File: src/include/bgcg_pkg.sv
// constants and shared types for the bridge gate command guard
//
// Overview of operation
// - A gap shorter than the dead interval between one switch turning off and the other turning on is stretched to that interval.
// - A gap between complementary switches that is already longer than the dead interval passes unchanged.
// - While the inserted dead interval runs, both gates of the phase stay off.
// - The dead interval is a fixed length that software cannot change.
// - The same dead interval applies to both directions and to all three phases.
// - Command 1/0 drives only the high gate, 0/1 only the low gate, and 0/0 or 1/1 keeps both gates off.
// - Commands are non-inverting, so a high command gives a high gate.
// - Gates work normally while enable is high and no fault is present, and are all off once enable has stayed low for the filter width.
// - After power-up all gates stay off until the logic supply, or for the high side the floating supply, passes its rising threshold.
// - A logic supply falling below its falling threshold turns off every gate.
// - A logic supply lockout pulls the fault output low.
// - A floating supply below its threshold turns off only that phase's high gate.
// - Each lockout engages at the falling threshold and releases at the rising one, giving hysteresis.
// - After a floating supply lockout clears, the high gate waits for a new rising edge of its command.
// - The logic supply lockout is not latched, and the fault output is released once the supply recovers.
package bgcg_pkg;

    // ----------------------------------------------------------------
    // timing
    // ----------------------------------------------------------------
    localparam int CLK_PERIOD_NS = 25;
    localparam int DEAD_INTERVAL_NS = 290;
    // least times round up to whole cycles
    localparam int DEAD_INTERVAL_CYC = (DEAD_INTERVAL_NS + CLK_PERIOD_NS - 1) / CLK_PERIOD_NS;
    localparam int ENABLE_MIN_WIDTH_NS = 1000;
    localparam int ENABLE_MIN_WIDTH_CYC =
        (ENABLE_MIN_WIDTH_NS + CLK_PERIOD_NS - 1) / CLK_PERIOD_NS;

    // ----------------------------------------------------------------
    // structure and reset values
    // ----------------------------------------------------------------
    localparam int NUM_PHASES = 3;
    localparam logic LOCK_RST = 1'b1;
    localparam logic ENABLE_RST = 1'b0;
    localparam logic ARMED_RST = 1'b0;
    localparam logic LAST_HIGH_RST = 1'b0;

    // conduction state of one half-bridge leg
    typedef enum logic [1:0] {
        BGCG_LEG_OFF = 2'b00,
        BGCG_LEG_HIGH = 2'b01,
        BGCG_LEG_LOW = 2'b10
    } bgcg_leg_type;

endpackage

File: src/include/bgcg_phase_if.sv
// signals between the guard top and one phase leg
`timescale 1ns/1ps
interface bgcg_phase_if;
    logic cmd_hi;
    logic cmd_lo;
    logic allow;
    logic hs_ok;
    logic gate_hi;
    logic gate_lo;

    modport ctrl (output cmd_hi, output cmd_lo, output allow, output hs_ok,
                  input gate_hi, input gate_lo);
    modport leg (input cmd_hi, input cmd_lo, input allow, input hs_ok,
                 output gate_hi, output gate_lo);
endinterface

File: src/hw/bgcg_guard.sv
// three-phase gate command guard: input sync, enable filter, lockouts
`timescale 1ns/1ps
module bgcg_guard #(
    parameter int DEAD_CYC = bgcg_pkg::DEAD_INTERVAL_CYC,
    parameter int EN_MIN_CYC = bgcg_pkg::ENABLE_MIN_WIDTH_CYC
) (
    input wire logic clk,
    input wire logic rst,
    input wire logic [2:0] high_side_cmd,
    input wire logic [2:0] low_side_cmd,
    input wire logic enable,
    input wire logic logic_supply_above_rise,
    input wire logic logic_supply_low,
    input wire logic [2:0] floating_supply_above_rise,
    input wire logic [2:0] floating_supply_low,
    output logic [2:0] high_side_gate,
    output logic [2:0] low_side_gate,
    output logic fault_n_out,
    output logic fault_n_oe
);
    localparam int NP = bgcg_pkg::NUM_PHASES;
    localparam int EW = $clog2(EN_MIN_CYC + 1);
    localparam logic [EW-1:0] EN_LAST = EW'(EN_MIN_CYC - 1);

    // ----------------------------------------------------------------
    // state
    // ----------------------------------------------------------------

    // one sample of every asynchronous input
    typedef struct packed {
        logic [2:0] hi;
        logic [2:0] lo;
        logic en;
        logic vcc_rise;
        logic vcc_low;
        logic [2:0] vb_rise;
        logic [2:0] vb_low;
    } bgcg_pins_type;

    typedef struct packed {
        bgcg_pins_type sync1;
        bgcg_pins_type sync2;
        logic en_filt;
        logic [EW-1:0] en_cnt;
        logic vcc_lock;
        logic [2:0] vb_lock;
    } bgcg_top_state_type;

    bgcg_top_state_type s_r;
    bgcg_top_state_type s_nxt;
    bgcg_pins_type pins;
    logic allow;

    // gather the pins into one word for the synchroniser
    always_comb begin
        pins.hi = high_side_cmd;
        pins.lo = low_side_cmd;
        pins.en = enable;
        pins.vcc_rise = logic_supply_above_rise;
        pins.vcc_low = logic_supply_low;
        pins.vb_rise = floating_supply_above_rise;
        pins.vb_low = floating_supply_low;
    end

    // ----------------------------------------------------------------
    // next state
    // ----------------------------------------------------------------
    always_comb begin
        s_nxt = s_r;
        // two-stage input sync
        // every pin, supplies included, pays the same two cycles, but a lockout then
        // passes its lock register, so it lags the command that it has to stop by one cycle
        s_nxt.sync1 = pins;
        s_nxt.sync2 = s_r.sync1;

        // reject short enable changes
        // a real shutdown is held back by the filter width as well; the
        // controller must budget for that delay on top of the sync cycles
        if (s_r.sync2.en != s_r.en_filt) begin
            if (s_r.en_cnt == EN_LAST) begin
                s_nxt.en_filt = s_r.sync2.en;
                s_nxt.en_cnt = '0;
            end else begin
                s_nxt.en_cnt = s_r.en_cnt + EW'(1);
            end
        end else begin
            // any bounce back restarts the width count
            s_nxt.en_cnt = '0;
        end

        // engage low, release high
        // low wins when both comparators read set, so a noisy supply stays locked
        if (s_r.sync2.vcc_low) begin
            s_nxt.vcc_lock = 1'b1;
        end else if (s_r.sync2.vcc_rise) begin
            s_nxt.vcc_lock = 1'b0;
        end
        for (int i = 0; i < NP; i++) begin
            if (s_r.sync2.vb_low[i]) begin
                s_nxt.vb_lock[i] = 1'b1;
            end else if (s_r.sync2.vb_rise[i]) begin
                s_nxt.vb_lock[i] = 1'b0;
            end
        end
    end

    // ----------------------------------------------------------------
    // registers
    // ----------------------------------------------------------------

    // lockouts start engaged so nothing drives before the supplies settle
    always_ff @(posedge clk or posedge rst) begin
        if (rst) begin
            s_r.sync1 <= '0;
            s_r.sync2 <= '0;
            s_r.en_filt <= bgcg_pkg::ENABLE_RST;
            s_r.en_cnt <= '0;
            s_r.vcc_lock <= bgcg_pkg::LOCK_RST;
            s_r.vb_lock <= {NP{bgcg_pkg::LOCK_RST}};
        end else begin
            s_r <= s_nxt;
        end
    end

    // ----------------------------------------------------------------
    // gating and fault pin
    // ----------------------------------------------------------------

    assign allow = s_r.en_filt && !s_r.vcc_lock;
    // floating lockouts stay out of allow: they must not stop the low side

    // open drain: only ever pulls low, released otherwise
    assign fault_n_out = 1'b0;
    assign fault_n_oe = s_r.vcc_lock;

    // ----------------------------------------------------------------
    // phase legs
    // ----------------------------------------------------------------

    // every leg gets the same count
    for (genvar g = 0; g < NP; g++) begin : g_leg
        bgcg_phase_if pif();

        assign pif.cmd_hi = s_r.sync2.hi[g];
        assign pif.cmd_lo = s_r.sync2.lo[g];
        assign pif.allow = allow;
        // floating lockout hits high side only
        assign pif.hs_ok = !s_r.vb_lock[g];
        assign high_side_gate[g] = pif.gate_hi;
        assign low_side_gate[g] = pif.gate_lo;

        // fixed dead count, no software path
        bgcg_phase #(
            .DEAD_CYC(DEAD_CYC)
        ) u_leg (
            .clk(clk),
            .rst(rst),
            .bus(pif.leg)
        );
    end

    // helper: cycles that the filtered enable has been low
    logic [7:0] en_low_run_r;
    always_ff @(posedge clk or posedge rst) begin
        if (rst) begin
            en_low_run_r <= 8'h00;
        end else if (s_r.en_filt) begin
            en_low_run_r <= 8'h00;
        end else if (en_low_run_r != 8'hFF) begin
            en_low_run_r <= en_low_run_r + 8'h01;
        end
    end
endmodule // bgcg_guard

File: src/hw/bgcg_phase.sv
// one phase leg: shoot-through block, dead interval and high-side rearm
`timescale 1ns/1ps
module bgcg_phase #(
    parameter int DEAD_CYC = bgcg_pkg::DEAD_INTERVAL_CYC
) (
    input wire logic clk,
    input wire logic rst,
    bgcg_phase_if.leg bus
);
    localparam int CW = $clog2(DEAD_CYC + 1);
    localparam logic [CW-1:0] DEAD_LAST = CW'(DEAD_CYC - 1);

    typedef struct packed {
        bgcg_pkg::bgcg_leg_type st;
        logic last_hi;
        logic [CW-1:0] cnt;
        logic armed;
        logic prev_hi;
    } bgcg_leg_state_type;

    bgcg_leg_state_type s_r;
    bgcg_leg_state_type s_nxt;
    logic want_hi;
    logic want_lo;
    logic gap_done;

    // ----------------------------------------------------------------
    // next state
    // ----------------------------------------------------------------
    always_comb begin
        s_nxt = s_r;
        s_nxt.prev_hi = bus.cmd_hi;
        if (!bus.hs_ok) begin
            s_nxt.armed = 1'b0;
        end else if (bus.cmd_hi && !s_r.prev_hi) begin
            s_nxt.armed = 1'b1;
        end
        want_hi = bus.cmd_hi && !bus.cmd_lo && bus.allow && bus.hs_ok && s_nxt.armed;
        want_lo = bus.cmd_lo && !bus.cmd_hi && bus.allow;
        gap_done = (s_r.cnt == DEAD_LAST);
        // long gap passes
        // off time counts up and saturates, so a long gap is never stretched
        if (s_r.st != bgcg_pkg::BGCG_LEG_OFF) begin
            s_nxt.cnt = '0;
        end else if (!gap_done) begin
            s_nxt.cnt = s_r.cnt + CW'(1);
        end
        case (s_r.st)
            bgcg_pkg::BGCG_LEG_HIGH: begin
                if (!want_hi) begin
                    s_nxt.st = bgcg_pkg::BGCG_LEG_OFF;
                end
            end
            bgcg_pkg::BGCG_LEG_LOW: begin
                if (!want_lo) begin
                    s_nxt.st = bgcg_pkg::BGCG_LEG_OFF;
                end
            end
            bgcg_pkg::BGCG_LEG_OFF: begin
                // hold other side until gap done
                if (want_hi && (s_r.last_hi || gap_done)) begin
                    s_nxt.st = bgcg_pkg::BGCG_LEG_HIGH;
                    s_nxt.last_hi = 1'b1;
                end else if (want_lo && (!s_r.last_hi || gap_done)) begin
                    s_nxt.st = bgcg_pkg::BGCG_LEG_LOW;
                    s_nxt.last_hi = 1'b0;
                end
            end
            default: s_nxt.st = bgcg_pkg::BGCG_LEG_OFF;
        endcase
    end

    always_ff @(posedge clk or posedge rst) begin
        if (rst) begin
            s_r.st <= bgcg_pkg::BGCG_LEG_OFF;
            s_r.last_hi <= bgcg_pkg::LAST_HIGH_RST;
            s_r.cnt <= DEAD_LAST;
            s_r.armed <= bgcg_pkg::ARMED_RST;
            s_r.prev_hi <= 1'b0;
        end else begin
            s_r <= s_nxt;
        end
    end

    assign bus.gate_hi = (s_r.st == bgcg_pkg::BGCG_LEG_HIGH);
    assign bus.gate_lo = (s_r.st == bgcg_pkg::BGCG_LEG_LOW);
endmodule // bgcg_phase

File: config.mk
export PLATFORM = sky130hd
export DESIGN_NAME = bgcg_guard
export DESIGN_NICKNAME = d
export VERILOG_FILES = /design/src/include/bgcg_pkg.sv /design/src/include/bgcg_phase_if.sv /design/src/hw/bgcg_guard.sv /design/src/hw/bgcg_phase.sv
export SDC_FILE = /design/constraint.sdc
export NUM_CORES = 1
export LEC_CHECK = 0
export CAP_MARGIN = 0
export CORE_MARGIN = 2
export CORE_UTILIZATION = 35
export DETAILED_ROUTE_END_ITERATION = 16
export DONT_BUFFER_PORTS = 1
export GPL_ROUTABILITY_DRIVEN = 0
export HOLD_SLACK_MARGIN = 0.08
export REMOVE_ABC_BUFFERS = 1
export SYNTH_ARGS = -nofsm -noshare
export SYNTH_HDL_FRONTEND = slang
export SYNTH_HIERARCHICAL = 1
export SYNTH_SLANG_ARGS = --single-unit
File: constraint.sdc
create_clock -name clk -period 4.1 [get_ports clk]
set_input_delay 0.41 -clock clk [delete_from_list [all_inputs] [get_ports clk]]
set_output_delay 0.41 -clock clk [all_outputs]
set_load 0.02 [all_outputs]
==> out/results.ini, run 1 <==
[drt]
drc_errors=0
firstDrtPassIters=4
ant_nets=0
routedWlPerCell_um=12.72
dr.first_iter.drc_count=24
dr_total_vias=1387
drt_wl_total_um=3829
via_per_inst=4.608

[critical_path]
cp_cell_sequence=inv_1 -> nor2_1
crit_buf_inv=1
regToRegSetupSlack_ns=2.35
crit_arrival_ns=1.38
slowest_delay_ns=0.56
critPathCaptureType=output pin
critPathLaunchType=register
cp_max_fo=9
path_delay_family=flip-flops
r2r-end=g_leg[0].u_leg/s_r[6]$_DFFE_PP0P_
r2r_start=fault_n_oe$_DFFE_PP1P_
slowest_stage=dfrtp_1
path_class=reg -> out
cp.required_ns=3.69
reg2regPathDepth=4

[grt]
antenna_found_initial=0
grt_max_degree=38
grt_pass1_vias=1433
grt_pass1_wl_um=6762
overflow=0
grt_usage_pct=10.39

[layout]
n_antenna_cell=0
postLayoutCoreUtil_pct=38.66
final_common_cell=dfrtp_1
area_delta_synth_final_pct=8.494
fin_cells=301
mostFrequentLayoutCells=dfrtp_1 (55), inv_1 (17), nor3_1 (14)
fin_nets=216
fillers=705
drive_above_1_share_pct=23.12

[logic_synthesis]
yosysUniqueCellTypes=33
netlist_instances=195
ys_ff_latch=68
yosys_warnings=6
synth_area_um2=2725
avgSynthCellArea_um2=13.97
yosysSeqAreaShare_pct=63.04

[clock_tree]
cts_setup_buffers=0
clkSlewWorstSetupHoldPaths_ns=0.07
holdBufCountCts=1
postCtsResizedCells=0
h-tree-depth=3
clockBufferDepth=2
cts_num_sinks=68
cts-buffers-inserted=9
cts_root_buf=clkbuf_8
clock_latency_ns=0.33
cts_tree=done

[run_status]
outcome=finished clean

[hold_path]
min_from=floating_supply_above_rise[1]
holdPathStages=0
whs_endpoint=s_nxt[15]$_DFF_PP0_
worstHoldPathType=in -> reg

[timing]
fin_ws_ns=2.307
grt_setup_unrepaired=no
tightest_slew_ns=0.8034
finalClockSkew_ns=0.009538
holdWs_ns=0.1055
final_max_slew_viol_count=0
max_freq_mhz=557.8
fin_crit_sh_pct=43.72
setup_tns_ns=0
hold_viol=0
fin_crit_ns=1.793
finalSetupViolations=0
slew-limit-headroom_pct=46.33

[placed_design]
hpwlAfterDp_um=2597
portBuffers=0
post-place-ws_ns=2.309
dp_cells=285

[floorplanning]
row_count=32
ios=25
start_util_pct=35.63
die_y_um=92.24
design.die.area_um2=8508
coreArea_um2=7647
die_width_um=92.24

[flow_run]
max_cap_viol_count=0

[power]
p_leak_nw=1.359
powerDensity_nw_per_um2=435.3
vdd_ir_drop_max_mv=0.2881

worst max path at each step:
| stage | startpoint | end | slack (ns) | cells past startpoint |
|---|---|---|---|---|
| after global routing | g_leg[2].u_leg/s_r[8]$_DFFE_PP0P_ | low_side_gate[2] | 2.22 | 2 |
| after CTS | g_leg[2].u_leg/s_r[8]$_DFFE_PP0P_ | low_side_gate[2] | 2.28 | 2 |
| final | g_leg[0].u_leg/s_r[8]$_DFFE_PP0P_ | low_side_gate[0] | 2.31 | 2 |
| after floorplan | fault_n_oe$_DFFE_PP1P_ | g_leg[0].u_leg/s_r[6]$_DFFE_PP0P_ | 2.55 | 4 |
| after global placement | fault_n_oe$_DFFE_PP1P_ | g_leg[1].u_leg/s_r[7]$_DFFE_PP0P_ | 2.35 | 4 |
| after detailed placement | fault_n_oe$_DFFE_PP1P_ | g_leg[0].u_leg/s_r[6]$_DFFE_PP0P_ | 2.31 | 4 |
state kept, by name, summed over array words and instances, names as in the netlist:
signal	count
fault_n_oe	1
g_leg.pif.cmd_lo	3
g_leg.u_leg/s_r	27
s_nxt	15
s_r	19
g_leg.pif.cmd_hi	3
through the flow:
| step | cell area (µm²) | power [mW] |
|---|---|---|
| 5_1_grt | 2957 | 1.341 |
| 2_1_floorplan | 2624 | 0.7754 |
| 3_5_place_dp | 2759 | 0.7897 |
| 6_report | 2957 | 1.287 |
| 3_3_place_gp | 2759 | 0.7871 |
| 4_1_cts | 2957 | 1.304 |
cell usage after synthesis (all sizes together):
cell type / n / area (µm²)
conb: 1 / 3.750
o21bai: 3 / 22.52
and4b: 3 / 30.03
nor3b: 3 / 22.52
or3: 1 / 6.260
dfrtp: 55 / 1376
inv: 17 / 63.81
nand2: 1 / 3.750
xor2: 5 / 43.79
a311oi: 3 / 26.28
mux2: 1 / 11.26
nand4b: 1 / 8.760
nor3: 14 / 70.07
nor2b: 8 / 50.05
o21ai: 4 / 31.28
dfstp: 13 / 341.6
o41ai: 6 / 131.4
xnor2: 5 / 43.79
ha: 4 / 50.05
a21oi: 6 / 30.03
a21o: 1 / 7.510
buf: 13 / 101.3
nand3b: 6 / 120.1
nand3: 5 / 30.03
mux2i: 3 / 30.03
nor2: 9 / 33.78
a211oi: 4 / 35.03
where the power goes:
part           internal [mW]  leakage [nW]  switching, mW
sequential             0.702         0.825         0.0142
combinational         0.0230         0.435         0.0375
clock                  0.282        0.0986          0.228
total                   1.01          1.36          0.280
routing by layer:
layer | part of all wire (%) | GRT usage (%) | up-vias
met2 | 46 | 14.22 | 25
met4 | 1.5 | 5.597 | 0
met3 | 5.3 | 4.191 | 5
li1 | - | - | 666
met1 | 48 | 14.02 | 691
met5 | 0 | 0 | -
area by class of cell:
cell class	count	area, µm²	area share (%)
tap	102	127.6	4.317
clock inverter	1	5.005	0.1693
sequential	68	1718	58.10
timing repair buffer	2	17.52	0.5925
multi-input combinational	97	842.1	28.48
clock buffer	14	182.7	6.179
inverter	17	63.81	2.158
logic make-up (layout without fill, tap and decap cells):
family / after synthesis / count (layout) / synth area share, %
multiplexers: 4 / 4 / 1.515
buffers and inverters: 30 / 34 / 6.060
XOR/XNOR: 10 / 10 / 3.214
adder cells (fa/ha/maj): 4 / 4 / 1.837
flip-flops: 68 / 68 / 63.04
AND/OR/NAND/NOR: 51 / 51 / 13.77
AO/OA/AOI/OAI: 27 / 27 / 10.42
other: 1 / 1 / 0.1376
No activity file was read; power rests on OpenSTA's default activity.
==> inputs of run 2 (changes only) <==
--- a/config.mk
+++ b/config.mk
@@ -5,6 +5,7 @@
 export SDC_FILE = /design/constraint.sdc
 export NUM_CORES = 1
 export LEC_CHECK = 0
+export ABC_AREA = 1
 export CAP_MARGIN = 0
 export CORE_MARGIN = 2
 export CORE_UTILIZATION = 35
==> constraint.sdc (replaced) <==
create_clock -name clk -period 1.5 [get_ports clk]
set_input_delay 0.15 -clock clk [delete_from_list [all_inputs] [get_ports clk]]
set_output_delay 0.15 -clock clk [all_outputs]
set_load 0.02 [all_outputs]
==> run 2 against run 1 <==
  * Area after synthesis decreased by 1.2%
  * Clock skew decreased by 0.0011 ns
  * Utilization increased by 4.6 points
  * Synthesized cell count increased by 27%
  * First-iteration DRC count increased to 2.6 times the previous value
  * Global-route usage increased by 0.33 points
  * Power increased to 2.8 times the previous value
  * Largest cell class unchanged
  * Highest routed layer unchanged
==> out/results.ini, run 2 <==
[clock_tree]
clockBufferDepth=2  ; unchanged
cts_root_buf=clkbuf_8  ; unchanged
cts_tree=done  ; unchanged
cts_setup_buffers=0  ; unchanged
clock_latency_ns=0.33  ; about the same
h-tree-depth=3  ; unchanged
cts-buffers-inserted=9  ; unchanged
clkSlewWorstSetupHoldPaths_ns=0.06  ; was 0.07 ns
cts_num_sinks=68  ; unchanged

[grt]
grt_max_degree=42  ; was 38
grt_pass1_wl_um=6989  ; was 6762 µm
antenna_found_initial=0  ; unchanged
grt_usage_pct=10.72  ; was 10.39%
grt_pass1_vias=1600  ; was 1,433
overflow=0  ; unchanged

[logic_synthesis]
synth_async_sr_flop_share_pct=100.0  ; unchanged
yosys_warnings=6  ; unchanged
synth_area_um2=2691  ; was 2725 µm²
synth_most_common_cell=dfrtp_1  ; unchanged
yosysTopAreaCellShare_pct=51.14  ; was 50.51%
yosys-top-cells-area=dfrtp_1 (51%), dfstp_2 (13%), inv_1 (5.7%), nand2_1 (4.5%), nor2_1 (3.8%)  ; was dfrtp_1 (51%), dfstp_2 (13%), nand3b_4 (4.4%), o41ai_4 (3.0%), nor3_1 (2.6%)
yosysSeqAreaShare_pct=63.83  ; was 63.04%
synth_edf_count=0  ; unchanged
yosysTopAreaCell=dfrtp_1  ; unchanged
yosysUniqueCellTypes=25  ; was 33
ys_ff_latch=68  ; unchanged
yosys_most_used_dff=dfrtp_1  ; unchanged
netlist_instances=248  ; was 195
synthTopCellsByCount=dfrtp_1 (55), inv_1 (41), nand2_1 (32)  ; was dfrtp_1 (55), inv_1 (17), nor3_1 (14)
avgSynthCellArea_um2=10.85  ; was 13.97 µm²

[layout]
drive_above_1_share_pct=22.30  ; was 23.12%
area_delta_synth_final_pct=17.90  ; was 8.494%
postLayoutCoreUtil_pct=43.28  ; was 38.66%
final_common_cell=dfrtp_1  ; unchanged
fin_nets=295  ; was 216
n_antenna_cell=0  ; unchanged
largest_reg_flops=27  ; unchanged
design_area_um2=3173  ; was 2957 µm²
mostFrequentLayoutCells=dfrtp_1 (55), inv_1 (41), nand2_1 (32)  ; was dfrtp_1 (55), inv_1 (17), nor3_1 (14)
regMostFlops=g_leg.u_leg/s_r  ; unchanged

[placed_design]
hpwlAfterDp_um=2735  ; was 2597 µm
post-place-ws_ns=0.1388  ; was 2.309 ns
placement.cell_area_um2=2808  ; was 2759 µm²
portBuffers=0  ; unchanged

[critical_path]
slowest_delay_ns=0.43  ; was 0.56 ns
slowest_stage=dfrtp_1  ; unchanged
critPathLaunchType=register  ; unchanged
path_delay_family=flip-flops  ; unchanged
r2r-end=g_leg[2].u_leg/s_r[6]$_DFFE_PP0P_  ; was g_leg[0].u_leg/s_r[6]$_DFFE_PP0P_
path_class=reg -> out  ; unchanged
reg2regPathDepth=6  ; was 4
crit_buf_inv=0  ; was 1
critPathCaptureType=output pin  ; unchanged
cp_cell_sequence=nor2_1  ; was inv_1 -> nor2_1
crit_arrival_ns=1.17  ; was 1.38 ns
cp.required_ns=1.35  ; was 3.69 ns
regToRegSetupSlack_ns=0.22  ; was 2.35 ns
r2r_start=g_leg[2].u_leg/s_r[2]$_DFFE_PP1P_  ; was fault_n_oe$_DFFE_PP1P_
cp_max_fo=3  ; was 9

[floorplanning]
design.die.area_um2=8407  ; was 8508 µm²
ios=25  ; unchanged
die_width_um=91.69  ; was 92.24 µm
coreArea_um2=7331  ; was 7647 µm²
start_util_pct=36.71  ; was 35.63%
row_count=31  ; was 32
die_y_um=91.69  ; was 92.24 µm

[hold_path]
worstHoldPathType=in -> async  ; was in -> reg

[drt]
drt_wl_total_um=3958  ; was 3829 µm
via_per_inst=4.196  ; was 4.608
ant_nets=0  ; unchanged
dr_total_vias=1582  ; was 1,387
dr.first_iter.drc_count=63  ; was 24
firstDrtPassIters=4  ; unchanged
drc_errors=0  ; unchanged
routedWlPerCell_um=10.50  ; was 12.72 µm

[power]
vdd_ir_drop_max_mv=0.8215  ; was 0.2881 mV
p_leak_nw=1.518  ; was 1.359 nW
powerDensity_nw_per_um2=1125  ; was 435.3 nW/µm²

[timing]
hold_viol=0  ; unchanged
setup_tns_ns=0  ; unchanged
max_freq_mhz=755.4
finalSetupViolations=0  ; unchanged
fin_crit_ns=1.324
final_max_slew_viol_count=0  ; unchanged
fin_crit_sh_pct=88.25
finalClockSkew_ns=0.008411  ; was 0.009538 ns
grt_setup_unrepaired=no  ; unchanged
fin_ws_ns=0.1762  ; was 2.307 ns

[flow_run]
max_cap_viol_count=0  ; unchanged

[run_status]
outcome=finished clean  ; unchanged

==> run 2: changes by cell type after synthesis, sizes merged, moves of 5 or more <==
cell    previous run  this run
buf               13         7
o41ai              6         0
nor2               9        32
nor2b              8         0
inv               17        48
nor3              14         4
nand2              1        37
nand3b             6         1
nand3              5        15
==> run 2: cell type report <==
cell class | instances | area, µm²
multi-input cells | 125 | 743.2
repair buffers | 22 | 205.2
flip-flops and latches | 68 | 1718
clock inverters | 1 | 30.03
fillers | 678 | 4158
inverters | 48 | 180.2
clock buffers | 14 | 172.7
well taps | 99 | 123.9
==> run 2: cell families (layout without fill, tap and decap cells) <==
group	count (synthesis)	in the layout	share of synthesized area, %
flops	68	68	63.83
other cells	1	1	0.1393
simple gates	93	93	17.67
compound gates	19	19	5.254
xor+xnor	8	8	2.603
buf+inv	55	85	8.647
fa+ha+maj	4	4	1.860
==> run 2: worst max-delay path by stage <==
stage                                      startpoint                                 to  depth (start not counted)
floorplan           g_leg[0].u_leg/s_r[2]$_DFFE_PP1P_  g_leg[0].u_leg/s_r[6]$_DFFE_PP0P_                          6
global placement               fault_n_oe$_DFFE_PP1P_  g_leg[0].u_leg/s_r[6]$_DFFE_PP0P_                          6
detailed placement             fault_n_oe$_DFFE_PP1P_  g_leg[2].u_leg/s_r[6]$_DFFE_PP0P_                          6
CTS                 g_leg[1].u_leg/s_r[7]$_DFFE_PP0P_                   low_side_gate[1]                          1
global route        g_leg[1].u_leg/s_r[7]$_DFFE_PP0P_                   low_side_gate[1]                          1
finish              g_leg[1].u_leg/s_r[7]$_DFFE_PP0P_                   low_side_gate[1]                          1
==> run 2: metal layers <==
metal  track usage [%]  share of wire, %
met1             13.17                47
met4             4.478               1.7
met5                 0                 0
met2             16.61                45
met3             4.601               5.6
==> run 2: timing repair <==
action	in CTS	in global routing
setup endpoints to repair	0	2
resized for setup	0	1
hold endpoints to repair	79	0
hold buffers	16	0
==> run 2: where the power goes <==
group,internal (mW),switching (mW),total (mW)
combinational,0.0532,0.0776,0.131
clock,0.897,0.607,1.50
sequential,1.90,0.0312,1.94
==> run 2: per-stage QoR <==
stage | total power, mW | hold WS, ns | cells
after floorplan | 2.039 | -0.02423 | 241
after detailed placement | 2.070 | 0.02553 | 346
after global placement | 2.063 | 0.01890 | 346
after global routing | 3.743 | 0.3281 | 377
after CTS | 3.627 | 0.3035 | 377
final | 3.570 | 0.2980 | 377
